[config.mk]
export PLATFORM = sky130hd
export DESIGN_NAME = adcsc_top
export DESIGN_NICKNAME = d
export VERILOG_FILES = /design/src/logic/adcsc_pkg.sv /design/src/logic/adcsc_clkgen.sv /design/src/logic/adcsc_sar.sv /design/src/logic/adcsc_top.sv
export VERILOG_INCLUDE_DIRS = /design/src /design/src/logic
export SDC_FILE = /design/constraint.sdc
export NUM_CORES = 1
export LEC_CHECK = 0
export ABC_CLOCK_PERIOD_IN_PS = 3300
export BUFFER_PORTS_ARGS = -buffer_cell sky130_fd_sc_hd__buf_2
export CAP_MARGIN = 20
export CORE_ASPECT_RATIO = 1.75
export CORE_MARGIN = 5
export CORE_UTILIZATION = 56
export DETAILED_ROUTE_END_ITERATION = 8
export GPL_TIMING_DRIVEN = 0
export PLACE_DENSITY = 0.81
export SYNTH_ARGS = -nofsm -noshare
export SYNTH_HDL_FRONTEND = slang
export SYNTH_SLANG_ARGS = --single-unit
[constraint.sdc]
create_clock -name pclk -period 3.3 [get_ports pclk]
set_clock_uncertainty 0.1 [all_clocks]
set_input_delay 0.66 -clock pclk [delete_from_list [all_inputs] [get_ports pclk]]
set_output_delay 0.66 -clock pclk [all_outputs]
set_load 0.1 [all_outputs]
[src/logic/adcsc_defines.svh]
`ifndef ADCSC_DEFINES_SVH
`define ADCSC_DEFINES_SVH

// register byte offsets
`define ADCSC_OFF_CONFIG 8'h00
`define ADCSC_OFF_CTRL 8'h04
`define ADCSC_OFF_CHAN 8'h08
`define ADCSC_OFF_PINS 8'h0C
`define ADCSC_OFF_PRESET 8'h10
`define ADCSC_OFF_RESULT 8'h14
`define ADCSC_OFF_RES_LO 8'h18
`define ADCSC_OFF_RES_HI 8'h1C
`define ADCSC_OFF_STATUS 8'h20
`define ADCSC_OFF_MASK 8'h24

// configure word fields
`define ADCSC_CFG_CLK_LSB 0
`define ADCSC_CFG_JUST_BIT 3
`define ADCSC_CFG_ACQ_LSB 4
`define ADCSC_CFG_VREF_LSB 7
`define ADCSC_CFG_CHAN_LSB 9
`define ADCSC_CFG_PINS_LSB 13

// command bits of the control and channel words
`define ADCSC_CTRL_START_BIT 0
`define ADCSC_CTRL_SHUT_BIT 1
`define ADCSC_CTRL_IRQ_ON_BIT 2
`define ADCSC_CTRL_IRQ_OFF_BIT 3
`define ADCSC_CHAN_GO_BIT 4

// power-on values
`define ADCSC_RST_CLK_SEL 3'h0
`define ADCSC_RST_ACQ 3'h0
`define ADCSC_RST_VREF 2'h0
`define ADCSC_RST_CHAN 4'h0
`define ADCSC_RST_PINS 13'h0000

// encodings and sizes
`define ADCSC_CLK_RC 3'h6
`define ADCSC_CH_CHARGE 4'hD
`define ADCSC_CH_CORE 4'hE
`define ADCSC_CH_BANDGAP 4'hF
`define ADCSC_RES_BITS 10
`define ADCSC_PIN_COUNT 13
`define ADCSC_PRESET_MAX 4'hC

`endif

[src/logic/adcsc_pkg.sv]
`include "adcsc_defines.svh"

package adcsc_pkg;

	typedef enum logic [1:0] {
		SAR_IDLE,
		SAR_ACQ,
		SAR_CONV
	} adcsc_sar_state_t;

	// software configuration loaded by a configure write
	typedef struct packed {
		logic [2:0] clk_sel;
		logic just;
		logic [2:0] acq;
		logic [1:0] vref;
	} adcsc_cfg_t;

	// steering toward the input multiplexer and reference switches
	typedef struct packed {
		logic [3:0] channel;
		logic charge_timer_channel;
		logic core_supply_channel;
		logic bandgap_channel;
		logic [`ADCSC_PIN_COUNT-1:0] analog_pins;
		logic vref_pos_ext;
		logic vref_neg_ext;
		logic enable;
	} adcsc_mux_t;

	typedef struct packed {
		logic [5:0] cnt;
		logic tick;
	} adcsc_clk_state_t;

	typedef struct packed {
		adcsc_sar_state_t state;
		logic [4:0] cnt;
		logic [3:0] bit_idx;
		logic [`ADCSC_RES_BITS-1:0] code;
		logic [`ADCSC_RES_BITS-1:0] result;
	} adcsc_sar_regs_t;

	typedef struct packed {
		adcsc_cfg_t cfg;
		logic [3:0] channel;
		logic [`ADCSC_PIN_COUNT-1:0] pins;
		logic on;
		logic gate;
		logic irq_en;
		logic done;
		logic [31:0] prdata;
	} adcsc_regs_t;

endpackage : adcsc_pkg

[src/logic/adcsc_clkgen.sv]
`include "adcsc_defines.svh"

module adcsc_clkgen (
	// clock and reset
	input wire logic pclk,
	input wire logic presetn,
	// control
	input wire logic run,
	input wire logic [2:0] clk_sel,
	input wire logic rc_tick,
	// conversion bit period strobe
	output logic tad_tick
);

	adcsc_pkg::adcsc_clk_state_t st_ff;
	adcsc_pkg::adcsc_clk_state_t nxt_st;

	// terminal count for divide by 2, 4 .. 64
	function automatic logic [5:0] div_last(input logic [2:0] sel);
		logic [6:0] div;
		div = 7'h02 << sel;
		div_last = 6'(div - 7'h01);
	endfunction : div_last

	always_comb begin
		nxt_st = st_ff;
		nxt_st.tick = 1'b0;
		if (!run) begin
			// preload one so the first period matches the later ones
			nxt_st.cnt = 6'h01;
		end else if (clk_sel >= `ADCSC_CLK_RC) begin
			nxt_st.cnt = 6'h00;
			nxt_st.tick = rc_tick;
		end else if (st_ff.cnt >= div_last(clk_sel)) begin
			nxt_st.cnt = 6'h00;
			nxt_st.tick = 1'b1;
		end else begin
			nxt_st.cnt = 6'(st_ff.cnt + 6'h01);
		end
	end

	always_ff @(posedge pclk or negedge presetn) begin
		if (!presetn) begin
			st_ff <= '0;
		end else begin
			st_ff <= nxt_st;
		end
	end

	assign tad_tick = st_ff.tick;

endmodule : adcsc_clkgen

[src/logic/adcsc_sar.sv]
`include "adcsc_defines.svh"

module adcsc_sar (
	// clock and reset
	input wire logic pclk,
	input wire logic presetn,
	// sequencing
	input wire logic start,
	input wire logic abort,
	input wire logic tad_tick,
	input wire logic [2:0] acq_sel,
	// converter core
	input wire logic cmp_high,
	output logic sampling,
	output logic [`ADCSC_RES_BITS-1:0] dac_code,
	// status
	output logic busy,
	output logic done,
	output logic [`ADCSC_RES_BITS-1:0] result
);

	adcsc_pkg::adcsc_sar_regs_t st_ff;
	adcsc_pkg::adcsc_sar_regs_t nxt_st;
	logic [`ADCSC_RES_BITS-1:0] kept;

	function automatic logic [4:0] acq_tads(input logic [2:0] sel);
		unique case (sel)
			3'h0: acq_tads = 5'h00;
			3'h1: acq_tads = 5'h02;
			3'h2: acq_tads = 5'h04;
			3'h3: acq_tads = 5'h06;
			3'h4: acq_tads = 5'h08;
			3'h5: acq_tads = 5'h0C;
			3'h6: acq_tads = 5'h10;
			3'h7: acq_tads = 5'h14;
		endcase
	endfunction : acq_tads

	localparam logic [`ADCSC_RES_BITS-1:0] TOP_BIT = {1'b1, {(`ADCSC_RES_BITS-1){1'b0}}};

	always_comb begin
		nxt_st = st_ff;
		done = 1'b0;
		kept = cmp_high ? st_ff.code : (st_ff.code & ~(10'h001 << st_ff.bit_idx));
		if (abort) begin
			nxt_st.state = adcsc_pkg::SAR_IDLE;
		end else begin
			unique case (st_ff.state)
				adcsc_pkg::SAR_IDLE: begin
					// a start while running never reaches here
					if (start) begin
						nxt_st.cnt = acq_tads(acq_sel);
						nxt_st.code = TOP_BIT;
						nxt_st.bit_idx = 4'(`ADCSC_RES_BITS - 1);
						nxt_st.state = (acq_tads(acq_sel) == 5'h00) ? adcsc_pkg::SAR_CONV
							: adcsc_pkg::SAR_ACQ;
					end
				end
				adcsc_pkg::SAR_ACQ: begin
					if (tad_tick) begin
						nxt_st.cnt = 5'(st_ff.cnt - 5'h01);
						if (st_ff.cnt == 5'h01) begin
							nxt_st.state = adcsc_pkg::SAR_CONV;
						end
					end
				end
				adcsc_pkg::SAR_CONV: begin
					if (tad_tick) begin
						if (st_ff.bit_idx == 4'h0) begin
							nxt_st.result = kept;
							nxt_st.state = adcsc_pkg::SAR_IDLE;
							done = 1'b1;
						end else begin
							nxt_st.bit_idx = 4'(st_ff.bit_idx - 4'h1);
							nxt_st.code = kept | (10'h001 << (st_ff.bit_idx - 4'h1));
						end
					end
				end
				default: begin
					nxt_st.state = adcsc_pkg::SAR_IDLE;
				end
			endcase
		end
	end

	always_ff @(posedge pclk or negedge presetn) begin
		if (!presetn) begin
			st_ff <= '0;
		end else begin
			st_ff <= nxt_st;
		end
	end

	assign busy = (st_ff.state != adcsc_pkg::SAR_IDLE);
	assign sampling = (st_ff.state == adcsc_pkg::SAR_ACQ);
	assign dac_code = st_ff.code;
	assign result = st_ff.result;

endmodule : adcsc_sar

[src/logic/adcsc_top.sv]
// Functional notes
// - busy reads one while converting, else zero
// - shutdown disables converter and its interrupt
// - start converts once, result pair, completion signalled
// - configure restores power-on values except the gate, then loads fields
// - clock: oscillator divided 2..64, or RC
// - justification: low-aligned ten bits or high-aligned
// - acquisition 0,2,4,6,8,12,16,20 bit periods
// - channel field routes one of sixteen inputs
// - channels 13,14,15 select internal sources
// - thirteen pins individually analogue or digital
// - preset makes first N pins analogue
// - positive and negative reference chosen independently
// - select-and-start writes channel, then starts
// - interrupt enable sets gate and converter enable
// - interrupt disable clears converter enable only
// - result word is ten bits, justified
//
// Design decisions made here: register access over APB and the register addresses.
`include "adcsc_defines.svh"

module adcsc_top (
	// clock and reset
	input wire logic pclk,
	input wire logic presetn,
	// apb slave
	input wire logic psel,
	input wire logic penable,
	input wire logic pwrite,
	input wire logic [7:0] paddr,
	input wire logic [31:0] pwdata,
	input wire logic [3:0] pstrb,
	output logic [31:0] prdata,
	output logic pready,
	output logic pslverr,
	// dedicated rc oscillator strobe
	input wire logic rc_tick,
	// converter core
	input wire logic cmp_high,
	output logic sampling,
	output logic [`ADCSC_RES_BITS-1:0] dac_code,
	output adcsc_pkg::adcsc_mux_t mux,
	// interrupt
	output logic irq
);

	adcsc_pkg::adcsc_regs_t st_ff;
	adcsc_pkg::adcsc_regs_t nxt_st;
	adcsc_pkg::adcsc_regs_t por;

	logic setup;
	logic wr;
	logic mapped;
	logic wr_config;
	logic wr_ctrl;
	logic wr_chan;
	logic wr_pins;
	logic wr_preset;
	logic wr_status;
	logic wr_mask;
	logic start_cmd;
	logic shut_cmd;
	logic tad_tick;
	logic busy;
	logic done;
	logic [`ADCSC_RES_BITS-1:0] raw;
	logic [15:0] word;
	logic [31:0] rdata;

	// ten-bit value into a sixteen bit word
	function automatic logic [15:0] justify(input logic [`ADCSC_RES_BITS-1:0] r,
		input logic high);
		if (high) begin
			justify = {r, 6'h00};
		end else begin
			justify = {6'h00, r};
		end
	endfunction : justify

	function automatic logic [`ADCSC_PIN_COUNT-1:0] first_pins(input logic [3:0] n);
		logic [`ADCSC_PIN_COUNT:0] ones;
		ones = (14'h0001 << n) - 14'h0001;
		first_pins = ones[`ADCSC_PIN_COUNT-1:0];
	endfunction : first_pins

	function automatic logic is_mapped(input logic [7:0] a);
		unique case (a)
			`ADCSC_OFF_CONFIG, `ADCSC_OFF_CTRL, `ADCSC_OFF_CHAN, `ADCSC_OFF_PINS,
			`ADCSC_OFF_PRESET, `ADCSC_OFF_RESULT, `ADCSC_OFF_RES_LO,
			`ADCSC_OFF_RES_HI, `ADCSC_OFF_STATUS, `ADCSC_OFF_MASK: is_mapped = 1'b1;
			default: is_mapped = 1'b0;
		endcase
	endfunction : is_mapped

	// bus decode
	assign setup = psel & ~penable;
	assign mapped = is_mapped(paddr);
	assign pready = 1'b1;
	assign pslverr = psel & penable & ~mapped;
	assign wr = psel & penable & pwrite & mapped & (&pstrb);
	assign wr_config = wr & (paddr == `ADCSC_OFF_CONFIG);
	assign wr_ctrl = wr & (paddr == `ADCSC_OFF_CTRL);
	assign wr_chan = wr & (paddr == `ADCSC_OFF_CHAN);
	assign wr_pins = wr & (paddr == `ADCSC_OFF_PINS);
	assign wr_preset = wr & (paddr == `ADCSC_OFF_PRESET);
	assign wr_status = wr & (paddr == `ADCSC_OFF_STATUS);
	assign wr_mask = wr & (paddr == `ADCSC_OFF_MASK);

	// conversion commands
	assign shut_cmd = wr_ctrl & pwdata[`ADCSC_CTRL_SHUT_BIT];
	assign start_cmd = st_ff.on & ~shut_cmd & ~wr_config &
		((wr_ctrl & pwdata[`ADCSC_CTRL_START_BIT]) |
		(wr_chan & pwdata[`ADCSC_CHAN_GO_BIT]));

	adcsc_clkgen u_clkgen (
		.pclk(pclk),
		.presetn(presetn),
		.run(busy),
		.clk_sel(st_ff.cfg.clk_sel),
		.rc_tick(rc_tick),
		.tad_tick(tad_tick)
	);

	adcsc_sar u_sar (
		.pclk(pclk),
		.presetn(presetn),
		.start(start_cmd),
		.abort(shut_cmd | wr_config | ~st_ff.on),
		.tad_tick(tad_tick),
		.acq_sel(st_ff.cfg.acq),
		.cmp_high(cmp_high),
		.sampling(sampling),
		.dac_code(dac_code),
		.busy(busy),
		.done(done),
		.result(raw)
	);

	assign word = justify(raw, st_ff.cfg.just);

	// read mux, sampled in the setup cycle
	always_comb begin
		rdata = 32'h00000000;
		unique case (paddr)
			`ADCSC_OFF_CONFIG: begin
				rdata[`ADCSC_CFG_CLK_LSB +: 3] = st_ff.cfg.clk_sel;
				rdata[`ADCSC_CFG_JUST_BIT] = st_ff.cfg.just;
				rdata[`ADCSC_CFG_ACQ_LSB +: 3] = st_ff.cfg.acq;
				rdata[`ADCSC_CFG_VREF_LSB +: 2] = st_ff.cfg.vref;
				rdata[`ADCSC_CFG_CHAN_LSB +: 4] = st_ff.channel;
				rdata[`ADCSC_CFG_PINS_LSB +: `ADCSC_PIN_COUNT] = st_ff.pins;
			end
			`ADCSC_OFF_CTRL: begin
				rdata[0] = busy;
				rdata[1] = st_ff.on;
				rdata[2] = st_ff.gate;
				rdata[3] = st_ff.irq_en;
			end
			`ADCSC_OFF_CHAN: begin
				rdata[3:0] = st_ff.channel;
			end
			`ADCSC_OFF_PINS: begin
				rdata[`ADCSC_PIN_COUNT-1:0] = st_ff.pins;
			end
			`ADCSC_OFF_RESULT: begin
				rdata[15:0] = word;
			end
			`ADCSC_OFF_RES_LO: begin
				rdata[7:0] = word[7:0];
			end
			`ADCSC_OFF_RES_HI: begin
				rdata[7:0] = word[15:8];
			end
			`ADCSC_OFF_STATUS: begin
				rdata[0] = st_ff.done;
			end
			`ADCSC_OFF_MASK: begin
				rdata[0] = st_ff.irq_en;
			end
			default: begin
				rdata = 32'h00000000;
			end
		endcase
	end

	// power-on image of the converter registers
	always_comb begin
		por = '0;
		por.cfg.clk_sel = `ADCSC_RST_CLK_SEL;
		por.cfg.acq = `ADCSC_RST_ACQ;
		por.cfg.vref = `ADCSC_RST_VREF;
		por.channel = `ADCSC_RST_CHAN;
		por.pins = `ADCSC_RST_PINS;
	end

	always_comb begin
		nxt_st = st_ff;
		if (setup) begin
			nxt_st.prdata = rdata;
		end
		if (wr_config) begin
			// everything back to power-on, peripheral gate and read data kept
			nxt_st = por;
			nxt_st.gate = st_ff.gate;
			nxt_st.prdata = st_ff.prdata;
			nxt_st.cfg.clk_sel = pwdata[`ADCSC_CFG_CLK_LSB +: 3];
			nxt_st.cfg.just = pwdata[`ADCSC_CFG_JUST_BIT];
			nxt_st.cfg.acq = pwdata[`ADCSC_CFG_ACQ_LSB +: 3];
			nxt_st.cfg.vref = pwdata[`ADCSC_CFG_VREF_LSB +: 2];
			nxt_st.channel = pwdata[`ADCSC_CFG_CHAN_LSB +: 4];
			nxt_st.pins = pwdata[`ADCSC_CFG_PINS_LSB +: `ADCSC_PIN_COUNT];
			nxt_st.on = 1'b1;
		end
		if (wr_ctrl) begin
			if (pwdata[`ADCSC_CTRL_IRQ_ON_BIT]) begin
				nxt_st.gate = 1'b1;
				nxt_st.irq_en = 1'b1;
			end
			if (pwdata[`ADCSC_CTRL_IRQ_OFF_BIT]) begin
				nxt_st.irq_en = 1'b0;
			end
			if (pwdata[`ADCSC_CTRL_SHUT_BIT]) begin
				nxt_st.on = 1'b0;
				nxt_st.irq_en = 1'b0;
			end
		end
		if (wr_chan) begin
			// takes effect before the start it may carry
			nxt_st.channel = pwdata[3:0];
		end
		if (wr_pins) begin
			nxt_st.pins = pwdata[`ADCSC_PIN_COUNT-1:0];
		end
		if (wr_preset && (pwdata[3:0] <= `ADCSC_PRESET_MAX) && (pwdata[31:4] == 28'h0000000)) begin
			nxt_st.pins = first_pins(pwdata[3:0]);
		end
		if (wr_mask) begin
			nxt_st.irq_en = pwdata[0];
		end
		if (wr_status && pwdata[0]) begin
			nxt_st.done = 1'b0;
		end
		// a completion in the clearing cycle still lands
		if (done) begin
			nxt_st.done = 1'b1;
		end
	end

	always_ff @(posedge pclk or negedge presetn) begin
		if (!presetn) begin
			st_ff <= '0;
		end else begin
			st_ff <= nxt_st;
		end
	end

	// multiplexer and reference steering
	always_comb begin
		mux = '0;
		mux.channel = st_ff.channel;
		mux.charge_timer_channel = (st_ff.channel == `ADCSC_CH_CHARGE);
		mux.core_supply_channel = (st_ff.channel == `ADCSC_CH_CORE);
		mux.bandgap_channel = (st_ff.channel == `ADCSC_CH_BANDGAP);
		mux.analog_pins = st_ff.pins;
		mux.vref_pos_ext = st_ff.cfg.vref[1];
		mux.vref_neg_ext = st_ff.cfg.vref[0];
		mux.enable = st_ff.on;
	end

	assign prdata = st_ff.prdata;
	assign irq = st_ff.done & st_ff.irq_en & st_ff.gate & st_ff.on;

endmodule : adcsc_top

==> impl_metrics.tcl, run 1 <==
set metrics [dict create \
    hold_violations 0 \
    rows 50 \
    synth_common_cells "dfrtp_1 (94), nand2_1 (88), buf_4 (65), o21ai_0 (60), nor2_1 (51)" \
    synth_flop_cell "dfrtp_1" \
    nFillCells 914 \
    slowest_stage "clkbuf_1" \
    core_sq_um 10700 \
    cpMostUsedCell "clkbuf_1" \
    ys_seq_area_share_pct 38.49 \
    met3_usage_pct 5.765 \
    synth.area.top_cells "dfrtp_1 (38%), buf_4 (8.0%), nand2_1 (5.4%)" \
    required_ns 3.43 \
    p_per_area_nw_per_um2 356.6 \
    ant_nets 0 \
    post-route-util_pct 67.27 \
    antenna_found_initial 1 \
    postCtsSetupBuffers 0 \
    grt_usage_pct 29.96 \
    drive_gt1_share_pct 26.67 \
    rr_endpoint "u_sar.dac_code[4]" \
    p_leak_nw 3.495 \
    path_buf_inv 4 \
    cap_violations 0 \
    instances_no_fill 966 \
    grt_max_degree 55 \
    hold_path_class "in -> async" \
    path_class "in -> reg" \
    timing.final.crit_period_ns 2.951 \
    die_h_microns 148.2 \
    drc 0 \
    intPower_w 0.001857 \
    holdWs_ns 0.2049 \
    num_antenna_cells 0 \
    critical_path.max_stage_delay_ns 0.47 \
    power.switching_w 0.0007093 \
    vias 6000 \
    path_depth 10 \
    cts_made_buffers 9 \
    die_area_sq_um 13190 \
    rrSetupSlack_ns 0.56 \
    slew_headroom_pct 32.25 \
    place_inst 949 \
    clk_latency_ns 0.35 \
    global_route.peak_usage_layer "met2" \
    path_cells "clkbuf_1, clkbuf_1, nand3b_1, ha_1, buf_1, inv_1, nand3_1, nand2_1, a32o_1, a221o_1" \
    placement.cell_area_sq_um 6884 \
    yosys_warnings 0 \
    post_cts_resized 0 \
    first_global_vias 5804 \
    combPwrFrac_pct 13.0 \
    tritoncts "built" \
    peakVddDrop_v 0.0002673 \
    worstRegToRegCells 8 \
    port_buffers 110 \
    wl_per_cell_microns 20.30 \
    use_met2_pct 52.83 \
    grt_first_pass_wirelength_microns 30330 \
    seqPwrFrac_pct 45.6 \
    status "complete, no violations" \
    use_met1_pct 32.82 \
    hpwl_microns 15370 \
    sw_frac_of_total_pct 27.63 \
    rsz0062_at_grt "false" \
    max_freq_mhz 338.9 \
    syn_inst 701 \
    start_util_pct 57.13 \
    via_per_inst 6.211 \
    drv_slew 0 \
    holdBufCountCts 0 \
    worst_slew_pin_slew_ns 1.007 \
    crit_path_end_kind "flip-flop" \
    synth.most_common_cell "dfrtp_1" \
    synth-edff-count 0 \
    synth_top_area_share_pct 38.49 \
    start_kind "primary input" \
    drt_first_pass_iters 5 \
    htreeDepth 3 \
    cts-root-buf "clkbuf_16" \
    die_w_microns 88.98 \
    ios 120 \
    totalWireLength_microns 19610 \
    synth-seq-cells 94 \
    area_growth_pct 17.75 \
    finalInstanceArea_sq_um 7197 \
    synthArstFlopShare_pct 100.0 \
    finalNetCount 897 \
    cp_top_family "buffers and inverters" \
    path_max_fanout 10 \
    r2r_start "u_sar.st_ff[20]" \
    clkSinkCount 94 \
    synth_area_leader_cell "dfrtp_1" \
    syn_area_per_cell_sq_um 8.719 \
    finalWeightedCongestion 0.9806 \
    crit_arrival_ns 3.08 \
    clockPowerShare_pct 41.5 \
    gr-total-overflow 0 \
    setup_viol 0 \
    min_period_over_period_pct 89.43 \
    cts.reportedPaths.clkPinSlew_ns 0.07 \
    clock_path_buffers 2 \
    drt_iter0_drc 386 \
    synth.distinct_cells 70 \
    syn_area_sq_um 6112 \
]
[through the flow]
| stage | power, W | setup WS, ns | TNS, ns |
|---|---|---|---|
| 2_1_floorplan | 0.001407 | 0.2652 | 0 |
| 3_3_place_gp | 0.001513 | -0.09422 | -0.2422 |
| 3_5_place_dp | 0.001522 | 0.06022 | 0 |
| 4_1_cts | 0.002575 | 0.4177 | 0 |
| 5_1_grt | 0.002669 | 0.1933 | 0 |
| 6_report | 0.002567 | 0.3489 | 0 |
[cell type report]
class | instances | area [sq um] | area share [%]
Tap cell | 130 | 162.7 | 2.260
Clock inverter | 6 | 68.82 | 0.9562
Inverter | 16 | 60.06 | 0.8345
Timing Repair Buffer | 114 | 595.6 | 8.275
Buffer | 102 | 633.1 | 8.797
Sequential cell | 94 | 2352 | 32.68
Clock buffer | 10 | 239.0 | 3.321
Multi-Input combinational cell | 494 | 3085 | 42.87
[worst reg2reg max path, cell delays in order, from the launching register on]
cell	delay, ns
dfrtp_1	0.45
inv_1	0.17
ha_1	0.35
or3b_2	0.51
nand2_1	0.13
o41a_1	0.26
clkbuf_1	0.42
o31ai_1	0.13
o21ai_0	0.12
[cells by family after synthesis]
kind of cell	Yosys count	synth area share [%]
muxes	20	3.521
AOI/OAI and AO/OA	209	23.58
other	2	0.1229
and+or+nand+nor	237	19.02
adders and majority gates	15	3.071
buffers and inverters	118	11.34
xor gates and xnor gates	6	0.8599
DFF	94	38.49
[flip-flops by register name, indices dropped and copies added (netlist names)]
signal	cells
u_sar.st_ff	11
u_sar.dac_code	10
u_clkgen.st_ff	6
u_sar.result	10
u_clkgen.tad_tick	1
mux	20
st_ff	10
prdata	26
[how the worst max path moves through the flow]
stage	startpoint	slack [ns]	to
4_1_cts	pwdata[3]	0.42	mux[11]
3_3_place_gp	paddr[7]	-0.09	mux[11]
3_5_place_dp	pwdata[3]	0.06	mux[11]
6_report	pwdata[3]	0.35	mux[11]
5_1_grt	paddr[3]	0.19	u_sar.dac_code[2]
2_1_floorplan	paddr[3]	0.27	pslverr
[cell usage in the layout, fill, tap and decap left out, types with 8 or more instances in the layout]
cell	instances
buf_2	116
buf_4	66
o31ai_1	9
a221oi_1	11
nor2_1	51
inv_1	16
clkbuf_1	28
nor4_1	9
clkbuf_16	9
mux2i_1	8
nand3_1	21
and3_1	11
ha_1	15
a31oi_1	11
nand2_1	88
mux2_2	11
o21ai_0	60
a21oi_1	29
dfrtp_1	94
nor3_1	14
a22o_1	14
a22oi_1	17
[routing by layer]
| layer | routed length [microns] | part of all wire (%) |
|---|---|---|
| met5 | 7 | 0.036 |
| met1 | 6826 | 35 |
| met2 | 10070 | 51 |
| met4 | 1209 | 6.2 |
| met3 | 1499 | 7.6 |
[power groups by stage]
| stage | combinational (W) | clock (W) | sequential [W] |
|---|---|---|---|
| after floorplan | 0.000218 | 0 | 0.00119 |
| after global placement | 0.000322 | 0 | 0.00119 |
| after detailed placement | 0.000330 | 0 | 0.00119 |
| after CTS | 0.000331 | 0.00107 | 0.00117 |
| after global routing | 0.000352 | 0.00115 | 0.00117 |
| final | 0.000333 | 0.00106 | 0.00117 |
Note: power is estimated with default switching activity, not from simulation.
==> inputs of run 2 (changes only) <==
Settings changed: PLACE_DENSITY 0.81 to default, PLACE_DENSITY_LB_ADDON from default to 0.2.
==> impl_metrics.tcl, run 2 (synthesis results as in run 1) <==
set metrics [dict create \
    status "complete, no violations" \
    htreeDepth 3 \
    clock_path_buffers 2 \
    clockPowerShare_pct 42.2 \
    ant_nets 0 \
    clk_latency_ns 0.34 \
    port_buffers 110 \
    slew_headroom_pct 39.21 \
    postCtsSetupBuffers 0 \
    intPower_w 0.001917 \
    die_w_microns 88.98 \
    antenna_found_initial 0 \
    cts.reportedPaths.clkPinSlew_ns 0.06 \
    finalNetCount 897 \
    cts-root-buf "clkbuf_16" \
    setup_viol 0 \
    min_period_over_period_pct 90.03 \
    cts_made_buffers 9 \
    hpwl_microns 15080 \
    drc 0 \
    num_antenna_cells 0 \
    hold_path_class "in -> async" \
    grt_max_degree 59 \
    path_max_fanout 10 \
    path_class "in -> reg" \
    dp_slack_ns 0.05808 \
    seqPwrFrac_pct 45.0 \
    drt_first_pass_iters 7 \
    gr-total-overflow 0 \
    post-route-util_pct 67.40 \
    peakVddDrop_v 0.0003482 \
    rrSetupSlack_ns 0.58 \
    slowest_stage "o41ai_2" \
    start_util_pct 57.13 \
    area_growth_pct 17.97 \
    crit_arrival_ns 3.11 \
    sw_frac_of_total_pct 26.31 \
    timing.final.crit_period_ns 2.971 \
    cap_violations 0 \
    core_sq_um 10700 \
    placement.cell_area_sq_um 6884 \
    drv_slew 0 \
    via_per_inst 6.225 \
    crit_path_end_kind "flip-flop" \
    p_leak_nw 3.501 \
    die_area_sq_um 13190 \
    start_kind "primary input" \
    worst_slew_pin_slew_ns 0.9035 \
    post_cts_resized 0 \
    power.switching_w 0.0006842 \
    clkSinkCount 94 \
    largest_reg_flops 26 \
    finalWeightedCongestion 1.029 \
    die_h_microns 148.2 \
    startpoint "paddr[1]" \
    drive_gt1_share_pct 26.56 \
    holdBufCountCts 0 \
    combPwrFrac_pct 12.8 \
    layout_commonest_cell "buf_2" \
    wl_per_cell_microns 19.94 \
    max_freq_mhz 336.6 \
    grt_usage_pct 29.12 \
    r2r_start "u_sar.st_ff[20]" \
    cpMostUsedCell "buf_2" \
    ios 120 \
    vias 6013 \
    required_ns 3.44 \
    finalInstanceArea_sq_um 7211 \
    rows 50 \
    layout_setup_ws_ns 0.3289 \
    p_per_area_nw_per_um2 360.7 \
    critical_path.max_stage_delay_ns 0.60 \
    totalWireLength_microns 19260 \
    path_cells "buf_2, nor4_2, nand4_1, buf_2, o41ai_2, nand3_1, o21ai_0" \
    hold_violations 0 \
    first_global_vias 5787 \
    tritoncts "built" \
    rsz0062_at_grt "false" \
    final_cell_mix "buf_2 (116), dfrtp_1 (94), nand2_1 (88)" \
    grt_first_pass_wirelength_microns 29860 \
    drt_iter0_drc 584 \
]
## run 2: changes by cell type in the layout (fill, tap and decap cells not counted), sizes merged
| cell | delta |
|---|---|
| clkbuf | +4 |
| clkinv | -3 |
| inv | -1 |
## run 2: area by class of cell
| class | instances | area, sq um |
|---|---|---|
| plain buffers | 102 | 633.1 |
| clock buffers | 14 | 284.0 |
| clock inverters | 2 | 37.54 |
| fillers | 929 | 3487 |
| inverters | 16 | 60.06 |
| multi-input cells | 494 | 3085 |
| flip-flops and latches | 94 | 2352 |
| well taps | 130 | 162.7 |
| repair buffers | 114 | 595.6 |
## run 2: path summary, 6_finish.rpt
| check | end | cells past startpoint |
|---|---|---|
| max | u_sar.dac_code[4] | 7 |
| min reg2reg | prdata[23] | 2 |
| min | prdata[22] | 1 |
| max reg2reg | u_sar.dac_code[5] | 8 |
| min in group pclk | prdata[23] | 2 |
| max in group asynchronous | prdata[9] | 2 |
## run 2: per-layer routing
metal  vias up  GRT usage, %  part of all wire, %
met1      2830         32.86                   35
met4         0         17.29                  6.0
met2       345         50.00                   51
li1       2763             -                    -
met3        75         4.933                  7.7
met5         -             0                    0
## run 2: stage by stage
step           setup TNS (ns)  power (W)  hold slack (ns)  std cells
6_report                    0   0.002601           0.1912        966
3_3_place_gp         -0.01177   0.001511           0.3537        946
2_1_floorplan               0   0.001407           0.2644        706
4_1_cts                     0   0.002605           0.2032        965
3_5_place_dp                0   0.001521           0.3722        949
5_1_grt                     0   0.002677           0.2227        966
## run 2: power groups by stage
stage               Clock [W]  Combinational (W)  Sequential (W)
global placement            0           0.000320         0.00119
CTS                   0.00111           0.000330         0.00117
finish                0.00110           0.000333         0.00117
floorplan                   0           0.000218         0.00119
global route          0.00116           0.000349         0.00117
detailed placement          0           0.000329         0.00119
## run 2: critical path, delay by kind of cell
| family | cells | cell delay, ns |
|---|---|---|
| AOI/OAI and AO/OA | 2 | 0.92 |
| buffers and inverters | 2 | 0.45 |
| and+or+nand+nor | 3 | 1.08 |
